[src/tcc_pkg.sv]
package tcc_pkg;

  // ----------------------------------------------------------------
  // Register offsets (byte addresses on APB).
  // ----------------------------------------------------------------
  localparam logic [7:0] OFS_CTRL1 = 8'h00;   // Master enables and PWM mode.
  localparam logic [7:0] OFS_CTRL3 = 8'h04;   // Per-channel enables.
  localparam logic [7:0] OFS_CMP2 = 8'h08;    // Second compare value.
  localparam logic [7:0] OFS_STATUS = 8'h0C;  // Sticky event flags, read only.
  localparam logic [7:0] OFS_CLEAR = 8'h10;   // Write one to clear flags.
  localparam logic [7:0] OFS_IRQEN = 8'h14;   // Summary interrupt enable.
  localparam logic [7:0] OFS_REQ = 8'h18;     // Live gated requests, read only.

  // ----------------------------------------------------------------
  // Field positions.
  // ----------------------------------------------------------------
  localparam int CTRL1_CAP_MASTER = 0;  // Capture master enable bit.
  localparam int CTRL1_CMP_MASTER = 1;  // Compare master enable bit.
  localparam int CTRL1_PWM = 2;         // PWM mode select bit.
  localparam int CTRL3_CAP1 = 7;        // Capture 1 enable.
  localparam int CTRL3_CMP1 = 6;        // Compare 1 enable.
  localparam int CTRL3_CAP2 = 5;        // Capture 2 enable.
  localparam int CTRL3_CMP2 = 4;        // Compare 2 enable.

  // Flag indices in the status word.
  localparam int FLG_CAP1 = 0;  // Capture 1 flag.
  localparam int FLG_CAP2 = 1;  // Capture 2 flag.
  localparam int FLG_CMP1 = 2;  // Compare 1 flag.
  localparam int FLG_CMP2 = 3;  // Compare 2 flag.
  localparam int NUM_FLAGS = 4; // Number of event flags.

  // Reset values.
  localparam logic [31:0] RST_ZERO = 32'h0000_0000;  // Every register clears.

endpackage : tcc_pkg

[src/tcc_flag_if.sv]
`timescale 1ns/1ps
// Carries the event flags and their gating enables between modules.
interface tcc_flag_if;
  logic [3:0] flag;     // Sticky event flags.
  logic [3:0] enable;   // Effective enable for each flag.
  logic [3:0] request;  // Gated interrupt requests.
  modport core (output flag, output enable, input request);
  modport gate (input flag, input enable, output request);
endinterface : tcc_flag_if

[src/tcc_gate.sv]
`timescale 1ns/1ps
// Per-flag gating of events onto interrupt requests.
module tcc_gate (
  // Flag and enable carrier.
  tcc_flag_if.gate fl
);

  // ----------------------------------------------------------------
  // Gating
  // ----------------------------------------------------------------
  // Each request stands while its flag and its effective enable are set.
  genvar i;
  generate
    for (i = 0; i < tcc_pkg::NUM_FLAGS; i++) begin : g_req
      assign fl.request[i] = fl.flag[i] & fl.enable[i];
    end
  endgenerate

endmodule // tcc_gate

[src/tcc_core.sv]
`timescale 1ns/1ps
// Interrupt gating for timer capture and compare channels, with APB access.
// Each timer event sets a sticky flag. A flag reaches its interrupt request when
// the effective enable of its channel is set: the master enable of the function
// while that is set, otherwise the channel's own enable bit. The requests drive
// the capture and compare outputs one edge later, and the summary output adds a
// software mask on top of them.
// In PWM mode hardware never sets the first compare flag, while every match of
// the counter with the second compare value sets the second compare flag.
// The second compare match sets its flag outside PWM mode as well; software that
// does not want that interrupt leaves the compare master and the second compare enable clear.
// A flag stays set while the counter rests on the match value, so a clear in that
// time is overruled at once; clear it after the counter has moved on.
// Register access takes no wait states and never reports an error.
module tcc_core #(
  parameter int CNT_W = 16  // Counter and compare width.
) (
  // Clock and reset.
  input wire logic clk,
  input wire logic arst_n,
  // APB slave.
  input wire logic psel,
  input wire logic penable,
  input wire logic pwrite,
  input wire logic [7:0] paddr,
  input wire logic [31:0] pwdata,
  output logic [31:0] prdata,
  output logic pready,
  output logic pslverr,
  // Timer events, same clock domain.
  input wire logic capture1Event,
  input wire logic capture2Event,
  input wire logic compare1Match,
  input wire logic [CNT_W-1:0] counterValue,
  // Configuration seen by the counter.
  output logic pwmMode,
  output logic [CNT_W-1:0] compare2Value,
  // Interrupt outputs.
  output logic captureIrq,
  output logic compareIrq,
  output logic irq
);

  // ----------------------------------------------------------------
  // Registers
  // ----------------------------------------------------------------
  logic capMaster;            // Capture master enable.
  logic cmpMaster;            // Compare master enable.
  logic [7:0] ctrlThird;      // Per-channel enables in bits 7..4.
  logic [3:0] irqEnable;      // Summary interrupt enable.
  logic compare2Hit;          // Counter equals the second compare value.
  logic compare1Set;          // Hardware set of compare 1 flag.
  logic apbWrite;             // Write access phase.
  logic apbRead;              // Read access phase.
  logic [3:0] next_flag;      // Flag value for the next edge.
  logic [3:0] setVec;         // Event set vector.
  logic [3:0] clrVec;         // Software clear vector.
  logic [3:0] flagReg;        // Sticky flags.
  logic capMask1;             // Effective capture 1 enable.
  logic capMask2;             // Effective capture 2 enable.
  logic cmpMask1;             // Effective compare 1 enable.
  logic cmpMask2;             // Effective compare 2 enable.

  tcc_flag_if fl ();  // Flag gating carrier.

  // The slave answers in the first access cycle and never errs.
  // A write takes effect at the edge that ends its access phase.
  assign pready = 1'b1;
  assign pslverr = 1'b0;
  assign apbWrite = psel & penable & pwrite;
  assign apbRead = psel & penable & ~pwrite;

  // ----------------------------------------------------------------
  // Control registers
  // ----------------------------------------------------------------
  // Control writes from software.
  always_ff @(posedge clk or negedge arst_n) begin
    if (!arst_n) begin
      capMaster <= 1'b0;
      cmpMaster <= 1'b0;
      pwmMode <= 1'b0;
      ctrlThird <= '0;
      compare2Value <= '0;
      irqEnable <= '0;
    end else if (apbWrite) begin
      case (paddr)
        tcc_pkg::OFS_CTRL1: begin
          capMaster <= pwdata[tcc_pkg::CTRL1_CAP_MASTER];
          cmpMaster <= pwdata[tcc_pkg::CTRL1_CMP_MASTER];
          pwmMode <= pwdata[tcc_pkg::CTRL1_PWM];
        end
        tcc_pkg::OFS_CTRL3: begin
          // Only the four enable bits are kept.
          ctrlThird <= {pwdata[tcc_pkg::CTRL3_CAP1:tcc_pkg::CTRL3_CMP2], 4'h0};
        end
        tcc_pkg::OFS_CMP2: begin
          compare2Value <= pwdata[CNT_W-1:0];
        end
        tcc_pkg::OFS_IRQEN: begin
          irqEnable <= pwdata[3:0];
        end
        default: begin
          // Other offsets store nothing.
        end
      endcase
    end
  end

  // ----------------------------------------------------------------
  // Events
  // ----------------------------------------------------------------
  // Second compare matches the counter in every mode, so PWM periods interrupt.
  assign compare2Hit = (counterValue == compare2Value);
  // Hardware never sets compare 1 in PWM mode.
  assign compare1Set = compare1Match & ~pwmMode;

  // Collect events and software clears.
  always_comb begin
    setVec = '0;
    setVec[tcc_pkg::FLG_CAP1] = capture1Event;
    setVec[tcc_pkg::FLG_CAP2] = capture2Event;
    setVec[tcc_pkg::FLG_CMP1] = compare1Set;
    setVec[tcc_pkg::FLG_CMP2] = compare2Hit;
    clrVec = '0;
    if (apbWrite && paddr == tcc_pkg::OFS_CLEAR) begin
      clrVec = pwdata[3:0];
    end
    // A set in the clearing cycle wins.
    next_flag = (flagReg & ~clrVec) | setVec;
  end

  // Sticky flags.
  // A flag falls only through a software clear, and an event in the same cycle
  // keeps it set, so no event is lost to a clear that races it.
  always_ff @(posedge clk or negedge arst_n) begin
    if (!arst_n) begin
      flagReg <= '0;
    end else begin
      flagReg <= next_flag;
    end
  end

  // ----------------------------------------------------------------
  // Effective enables
  // ----------------------------------------------------------------
  // Master set overrides the channel bits; master clear defers to them.
  // A function with its master and both channel bits clear stays silent, and
  // the second compare enable doubles as the gate of the PWM match interrupt.
  assign capMask1 = capMaster | ctrlThird[tcc_pkg::CTRL3_CAP1];
  assign capMask2 = capMaster | ctrlThird[tcc_pkg::CTRL3_CAP2];
  assign cmpMask1 = cmpMaster | ctrlThird[tcc_pkg::CTRL3_CMP1];
  // Also the PWM match gate.
  assign cmpMask2 = cmpMaster | ctrlThird[tcc_pkg::CTRL3_CMP2];

  // Hand the flags and their effective enables to the per-flag gate.
  assign fl.flag = flagReg;
  assign fl.enable = {cmpMask2, cmpMask1, capMask2, capMask1};

  tcc_gate u_gate (
    .fl(fl)
  );

  // Requests are registered so the outputs come from flip-flops.
  always_ff @(posedge clk or negedge arst_n) begin
    if (!arst_n) begin
      captureIrq <= 1'b0;
      compareIrq <= 1'b0;
      irq <= 1'b0;
    end else begin
      captureIrq <= |fl.request[1:0];
      compareIrq <= |fl.request[3:2];
      irq <= |(fl.request & irqEnable);
    end
  end

  // ----------------------------------------------------------------
  // Read data
  // ----------------------------------------------------------------
  // Read mux, registered for the access cycle after setup.
  // Latching at the setup edge lets the slave answer with no wait state, and
  // the word then stands unchanged until the next read setup.
  always_ff @(posedge clk or negedge arst_n) begin
    if (!arst_n) begin
      prdata <= tcc_pkg::RST_ZERO;
    end else if (psel && !penable && !pwrite) begin
      case (paddr)
        tcc_pkg::OFS_CTRL1: prdata <= {29'h0, pwmMode, cmpMaster, capMaster};
        tcc_pkg::OFS_CTRL3: prdata <= {24'h0, ctrlThird};
        tcc_pkg::OFS_CMP2: prdata <= 32'(compare2Value);
        tcc_pkg::OFS_STATUS: prdata <= {28'h0, flagReg};
        tcc_pkg::OFS_IRQEN: prdata <= {28'h0, irqEnable};
        tcc_pkg::OFS_REQ: prdata <= {28'h0, fl.request};
        default: prdata <= tcc_pkg::RST_ZERO;
      endcase
    end
  end

  // ----------------------------------------------------------------
  // Checks
  // ----------------------------------------------------------------
  // Every check is clocked by clk and stays quiet while reset is low.

  // The capture master lets the first capture flag through.
  a_master_cap: assert property (@(posedge clk) disable iff (!arst_n)
    (capMaster && flagReg[tcc_pkg::FLG_CAP1]) |=> captureIrq)
    else $error("Capture master did not raise request.");

  // The capture master lets the second capture flag through.
  a_master_cap2: assert property (@(posedge clk) disable iff (!arst_n)
    (capMaster && flagReg[tcc_pkg::FLG_CAP2]) |=> captureIrq)
    else $error("Capture master did not raise second request.");

  // The compare master lets the first compare flag through.
  a_master_cmp: assert property (@(posedge clk) disable iff (!arst_n)
    (cmpMaster && flagReg[tcc_pkg::FLG_CMP1]) |=> compareIrq)
    else $error("Compare master did not raise request.");

  // A cleared compare 1 enable has no effect while the compare master is set.
  a_chan_ignored: assert property (@(posedge clk) disable iff (!arst_n)
    (cmpMaster && flagReg[tcc_pkg::FLG_CMP1] && !ctrlThird[tcc_pkg::CTRL3_CMP1])
    |=> compareIrq)
    else $error("Channel enable was not ignored under master.");

  // A cleared capture 1 enable has no effect while the capture master is set.
  a_cap_ignored: assert property (@(posedge clk) disable iff (!arst_n)
    (capMaster && flagReg[tcc_pkg::FLG_CAP1] && !ctrlThird[tcc_pkg::CTRL3_CAP1])
    |=> captureIrq)
    else $error("Capture enable was not ignored under master.");

  // With the master clear, a disabled second capture stays silent.
  a_single_chan: assert property (@(posedge clk) disable iff (!arst_n)
    (!capMaster && !ctrlThird[tcc_pkg::CTRL3_CAP2] && flagReg[tcc_pkg::FLG_CAP2]
    && !flagReg[tcc_pkg::FLG_CAP1]) |=> !captureIrq)
    else $error("Disabled channel raised a request.");

  // With the master clear, an enabled first capture interrupts on its own.
  a_single_cap1: assert property (@(posedge clk) disable iff (!arst_n)
    (!capMaster && ctrlThird[tcc_pkg::CTRL3_CAP1] && flagReg[tcc_pkg::FLG_CAP1])
    |=> captureIrq)
    else $error("Enabled capture channel did not interrupt.");

  // With the master clear, an enabled first compare interrupts on its own.
  a_single_cmp1: assert property (@(posedge clk) disable iff (!arst_n)
    (!cmpMaster && ctrlThird[tcc_pkg::CTRL3_CMP1] && flagReg[tcc_pkg::FLG_CMP1])
    |=> compareIrq)
    else $error("Enabled compare channel did not interrupt.");

  // With the master clear, a disabled first compare stays silent.
  a_single_cmp: assert property (@(posedge clk) disable iff (!arst_n)
    (!cmpMaster && !ctrlThird[tcc_pkg::CTRL3_CMP1] && flagReg[tcc_pkg::FLG_CMP1]
    && !flagReg[tcc_pkg::FLG_CMP2]) |=> !compareIrq)
    else $error("Disabled compare channel raised a request.");

  // No compare request while the compare master and both compare enables are clear.
  a_all_off: assert property (@(posedge clk) disable iff (!arst_n)
    (!cmpMaster && !ctrlThird[tcc_pkg::CTRL3_CMP1] && !ctrlThird[tcc_pkg::CTRL3_CMP2])
    |=> !compareIrq)
    else $error("Compare request with all enables clear.");

  // No capture request while the capture master and both capture enables are clear.
  a_cap_off: assert property (@(posedge clk) disable iff (!arst_n)
    (!capMaster && !ctrlThird[tcc_pkg::CTRL3_CAP1] && !ctrlThird[tcc_pkg::CTRL3_CAP2])
    |=> !captureIrq)
    else $error("Capture request with all enables clear.");

  // In PWM mode a counter match sets the second compare flag.
  a_pwm_hit: assert property (@(posedge clk) disable iff (!arst_n)
    (pwmMode && counterValue == compare2Value) |=> flagReg[tcc_pkg::FLG_CMP2])
    else $error("PWM match did not set compare 2 flag.");

  // Under the compare master a PWM match reaches the compare output two edges on.
  a_pwm_req: assert property (@(posedge clk) disable iff (!arst_n)
    (pwmMode && compare2Hit && cmpMaster && !apbWrite) |-> ##2 compareIrq)
    else $error("PWM match under master gave no request.");

  // With only the second compare enable set a PWM match still interrupts.
  a_pwm_chan: assert property (@(posedge clk) disable iff (!arst_n)
    (pwmMode && compare2Hit && ctrlThird[tcc_pkg::CTRL3_CMP2] && !apbWrite)
    |-> ##2 compareIrq)
    else $error("PWM match under channel enable gave no request.");

  // A set second compare flag interrupts under either compare enable.
  a_pwm_enable: assert property (@(posedge clk) disable iff (!arst_n)
    (flagReg[tcc_pkg::FLG_CMP2] && (cmpMaster || ctrlThird[tcc_pkg::CTRL3_CMP2]))
    |=> compareIrq)
    else $error("PWM match request missing.");

  // The match request is suppressed when both compare 2 enables are clear.
  a_pwm_off: assert property (@(posedge clk) disable iff (!arst_n)
    (!cmpMaster && !ctrlThird[tcc_pkg::CTRL3_CMP2]
    && !(flagReg[tcc_pkg::FLG_CMP1] && ctrlThird[tcc_pkg::CTRL3_CMP1])) |=> !compareIrq)
    else $error("PWM match request not suppressed.");

  // The per-channel enables land in the upper nibble; the lower nibble stays clear.
  a_ctrl3_pos: assert property (@(posedge clk) disable iff (!arst_n)
    (apbWrite && paddr == tcc_pkg::OFS_CTRL3) |=>
    (ctrlThird == {$past(pwdata[tcc_pkg::CTRL3_CAP1:tcc_pkg::CTRL3_CMP2]), 4'h0}))
    else $error("Per-channel enables stored at wrong bits.");

  // The first control word stores the masters and the PWM select.
  a_ctrl1_pos: assert property (@(posedge clk) disable iff (!arst_n)
    (apbWrite && paddr == tcc_pkg::OFS_CTRL1) |=>
    (capMaster == $past(pwdata[tcc_pkg::CTRL1_CAP_MASTER])
    && cmpMaster == $past(pwdata[tcc_pkg::CTRL1_CMP_MASTER])
    && pwmMode == $past(pwdata[tcc_pkg::CTRL1_PWM])))
    else $error("Master enables stored at wrong bits.");

  // In PWM mode hardware never sets the first compare flag.
  a_pwm_no_cmp1: assert property (@(posedge clk) disable iff (!arst_n)
    (pwmMode && !flagReg[tcc_pkg::FLG_CMP1]) |=> !flagReg[tcc_pkg::FLG_CMP1])
    else $error("Compare 1 flag set in PWM mode.");

  // Outside PWM mode a first compare match sets its flag.
  a_cmp1_hw: assert property (@(posedge clk) disable iff (!arst_n)
    (compare1Match && !pwmMode) |=> flagReg[tcc_pkg::FLG_CMP1])
    else $error("Compare 1 match did not set its flag.");

  // An unmasked request drives the summary output one edge later.
  a_irq_on: assert property (@(posedge clk) disable iff (!arst_n)
    (|(fl.request & irqEnable)) |=> irq)
    else $error("Summary interrupt missing.");

  // Without an unmasked request the summary output is low.
  a_irq_off: assert property (@(posedge clk) disable iff (!arst_n)
    (!(|(fl.request & irqEnable))) |=> !irq)
    else $error("Summary interrupt without a request.");

  // Read data holds through the access phase of a read.
  a_read_hold: assert property (@(posedge clk) disable iff (!arst_n)
    apbRead |=> (prdata == $past(prdata)))
    else $error("Read data changed during the access phase.");

  // Per-flag bookkeeping: a set wins, a lone clear empties, and flags are sticky.
  for (genvar k = 0; k < tcc_pkg::NUM_FLAGS; k++) begin : g_flag_chk
    // An event leaves its flag set, even against a clear in the same cycle.
    a_set_wins: assert property (@(posedge clk) disable iff (!arst_n)
      setVec[k] |=> flagReg[k])
      else $error("Event did not set its flag.");
    // A clear without an event empties the flag.
    a_clear_flag: assert property (@(posedge clk) disable iff (!arst_n)
      (clrVec[k] && !setVec[k]) |=> !flagReg[k])
      else $error("Clear did not empty the flag.");
    // Without a clear a set flag stays set.
    a_flag_sticky: assert property (@(posedge clk) disable iff (!arst_n)
      (flagReg[k] && !clrVec[k]) |=> flagReg[k])
      else $error("Flag dropped without a clear.");
  end

endmodule // tcc_core

[config.mk]
export PLATFORM = sky130hd
export DESIGN_NAME = tcc_core
export DESIGN_NICKNAME = d
export VERILOG_FILES = /design/src/tcc_pkg.sv /design/src/tcc_flag_if.sv /design/src/tcc_gate.sv /design/src/tcc_core.sv
export SDC_FILE = /design/constraint.sdc
export NUM_CORES = 1
export LEC_CHECK = 0
export ABC_AREA = 1
export BUFFER_PORTS_ARGS = -buffer_cell sky130_fd_sc_hd__buf_2
export CORE_AREA = 4 4 80 82
export DETAILED_ROUTE_END_ITERATION = 8
export DIE_AREA = 0 0 84 86
export GPL_ROUTABILITY_DRIVEN = 0
export MAX_ROUTING_LAYER = met4
export PLACE_DENSITY_LB_ADDON = 0.12
export RECOVER_POWER = 50
export SLEW_MARGIN = 0
export SYNTH_ARGS = -nofsm -noshare
export SYNTH_HDL_FRONTEND = slang
export SYNTH_SLANG_ARGS = --single-unit
[constraint.sdc]
create_clock -name clk -period 3.3 [get_ports clk]
set_clock_uncertainty 0.15 [all_clocks]
set_input_delay 0.66 -clock clk [delete_from_list [all_inputs] [get_ports clk]]
set_output_delay 0.66 -clock clk [all_outputs]
set_load 0.03 [all_outputs]
==> out/qor.txt <==
Post-placement setup slack = 1.09 ns
Vias in the first global route = 2,242
Antenna diode count = 0
XOR/XNOR Fraction of Synth Area = 4.91%
Max-capacitance violation count = 0
Core area = 5750 um^2
Number of placed I/O pins = 118
Worst max-slew margin expressed relative to the limit = 31.4%
Post-DR wirelength/cell = 13.3 um
Basic-gate share of the synthesized area counting and, or, nand and nor cells = 24.7%
Post-Syn Area per Cell = 9.14 um^2
TritonCTS clock tree = built
Max VDD drop = 0.000243 V
First-iteration detailed-routing DRC count = 77
Estimated wirelength of the detail-placed design = 4860 um
Cts bufs inserted = 5
Final core utilization = 56.3%
Critical Path AT = 2.18 ns
Hold WC Path Type = in -> async
Die footprint = 7220 um^2
Final total negative setup slack = 0 ns
Maximum number of pins on one net before global-route repair = 40
Adder and majority cell fraction of the synthesized area = 0%
Global-route wire length before repair = 10,600 um
Result of the run = finished, final reports clean
Fin crit period = 2.13 ns
Post-synthesis cell count = 312
Routed Antenna Nets = 0
Number of failing setup endpoints in the final timing report = 0
Via count = 2,275
Net count, final = 459
Mux share of post-synthesis cell area = 0%
Maximum fanout along the worst path = 9
Post-synth cell types = 35
Total gr overflow = 0
CTS resizes = 0
Lkg Pwr = 0.00177 uW
Post-CTS setup buffers = 0
Warnings from Yosys = 0
Number of iterations in the first detailed-routing pass = 4
Final number of max-transition violations = 0
Antenna violations before repair = 0
Root cell of the clock tree = clkbuf_8
Clock Pin Slew Worst Setup and Hold Paths = 0.09 ns
# H-tree levels = 2
Slew @ Worst Pin = 1.03 ns
Combinational family with the most area after synthesis = simple AND/OR/NAND/NOR gates
Yosys reg bits = 50
Hold buffer count at cts = 0
Seq/Total Area, Yosys = 43.9%
Nature of the critical path endpoint = flop
Signed area change from the synthesized netlist to the final layout = 13.4%
Critical Path Start Type = input port
Height of the die = 86 um
# rows = 28
Required time at the worst-slack endpoint = 3.35 ns
Final hold violation count = 0
Worst-skew pair later-pin latency = 0.30 ns
Post-route fraction of the period consumed by the critical path = 64.7%
Die width = 84 um
Areal power density over the cells = 342 nW/um^2
Count of buffers from port buffering = 83
Vias per cell = 4.84
Maximum buffer depth of the clock tree = 2
Max Clock Freq = 469 MHz
Initial core utilization = 49.7%
Worst Slack Setup Final = 1.17 ns
Share of layout cells above drive strength 1 = 33.4%
Total wirelength of the detailed-routed design = 6230 um
RSZ-0062 raised after global routing = no
CTS sink cnt = 50
Total global routing track utilization = 18.7%
Area of the mapped netlist = 2850 um^2
Worst setup path category = in -> reg
Total DRC errors in the routed layout = 0
Compound-gate portion of the synthesized area = 14.2%
## stage by stage
step	hold WS (ns)	cell area (um^2)	cells	total power, uW
6_report	0.198	3230	470	1110
4_1_cts	0.0704	3300	470	1130
3_3_place_gp	0.309	3220	463	786
5_1_grt	0.243	3230	470	1160
2_1_floorplan	0.214	2910	328	746
3_5_place_dp	0.314	3220	463	789
## synth_stat cells
| library cell | instances | area, um^2 |
|---|---|---|
| clkbuf_1 | 1 | 3.75 |
| o21a_1 | 2 | 15.0 |
| xnor2_1 | 16 | 140 |
| nand2_1 | 68 | 255 |
| buf_4 | 18 | 135 |
| a21oi_2 | 8 | 70.1 |
| o21bai_1 | 5 | 37.5 |
| nor2_1 | 14 | 52.6 |
| nand4_1 | 4 | 25.0 |
| o22ai_1 | 1 | 6.26 |
| o21ai_1 | 5 | 25.0 |
| nand2_8 | 1 | 20.0 |
| buf_2 | 1 | 5.00 |
| inv_6 | 1 | 8.76 |
| dfrtp_1 | 50 | 1250 |
| nand3_2 | 4 | 40.0 |
| nand3_4 | 2 | 35.0 |
| nand2_4 | 2 | 22.5 |
| nor2_2 | 6 | 37.5 |
| nand3_1 | 20 | 100 |
| nand2_2 | 5 | 31.3 |
| nor2_8 | 3 | 60.1 |
| conb_1 | 2 | 7.51 |
| a21oi_1 | 3 | 15.0 |
| or2_2 | 1 | 6.26 |
| inv_2 | 2 | 7.51 |
| buf_12 | 1 | 20.0 |
| buf_8 | 1 | 15.0 |
| o21ai_0 | 13 | 65.1 |
| inv_1 | 31 | 116 |
| nand3b_1 | 1 | 7.51 |
| o21ai_2 | 8 | 70.1 |
| o31ai_2 | 8 | 100 |
| buf_6 | 3 | 33.8 |
| nor2_4 | 1 | 11.3 |
## worst paths after layout
kind                       slack (ns)                            to                   from  cells past startpoint
max in group asynchronous        1.46  compare2Value[3]$_DFFE_PN0P_                 arst_n                      2
min                              0.20           pwmMode$_DFFE_PN0P_                 arst_n                      1
max reg2reg                      1.84         prdata[2]$_DFFE_PN0P_  cmpMaster$_DFFE_PN0P_                      5
min reg2reg                      0.33         prdata[2]$_DFFE_PN0P_  prdata[2]$_DFFE_PN0P_                      2
min in group clk                 0.33         prdata[2]$_DFFE_PN0P_  prdata[2]$_DFFE_PN0P_                      2
max                              1.17      irqEnable[1]$_DFFE_PN0P_               paddr[0]                      8
## registers in the layout, indices dropped and copies added, names as in the netlist
register,count
compare2Value,16
captureIrq,1
compareIrq,1
irq,1
cmpMaster,1
pwmMode,1
ctrlThird,4
capMaster,1
fl.flag,4
prdata,16
irqEnable,4
## cell type report
cell class	instances	area, um^2
well taps	75	93.8
inverters	34	133
repair buffers	85	423
clock inverters	1	7.51
multi-input cells	219	1250
clock buffers	6	72.6
flip-flops and latches	50	1250
fillers	588	2510
## layer usage
metal | routed length (um) | GRT usage, % | up-vias
met4 | 63 | 4.68 | 0
met3 | 396 | 4.13 | 6
li1 | - | - | 1131
met5 | 0 | - | -
met2 | 2980 | 29.9 | 71
met1 | 2790 | 24.5 | 1067
## critical path: stages
cell,delay [ns]
buf_2,0.10
inv_1,0.04
nand2_1,0.11
nor2_1,0.61
nand2_4,0.06
nor2_1,0.37
nand2_1,0.09
o21a_1,0.12
## cells by family after synthesis
family | after synthesis
buffers and inverters | 59
AO/OA/AOI/OAI | 53
XOR/XNOR | 16
other | 2
flip-flops | 50
AND/OR/NAND/NOR | 132
## cell usage in the layout, fill, tap and decap left out, drive strengths merged
master    count
inv          34
nand3        26
o21ai        26
or2           1
clkinvlp      1
nand2        76
o31ai         8
o21bai        5
o21a          2
nand3b        1
clkbuf       11
dfrtp        50
xnor2        16
nand4         4
a21oi        11
buf          80
conb         18
o22ai         1
nor2         24
## where the power goes
group	switching (uW)	internal (uW)	leakage, uW
registers	6.23	620	0.000630
logic	99.1	43.6	0.00110
clock network	192	146	0.0000373
total	297	809	0.00177
No activity file was read; power rests on OpenSTA's default activity.
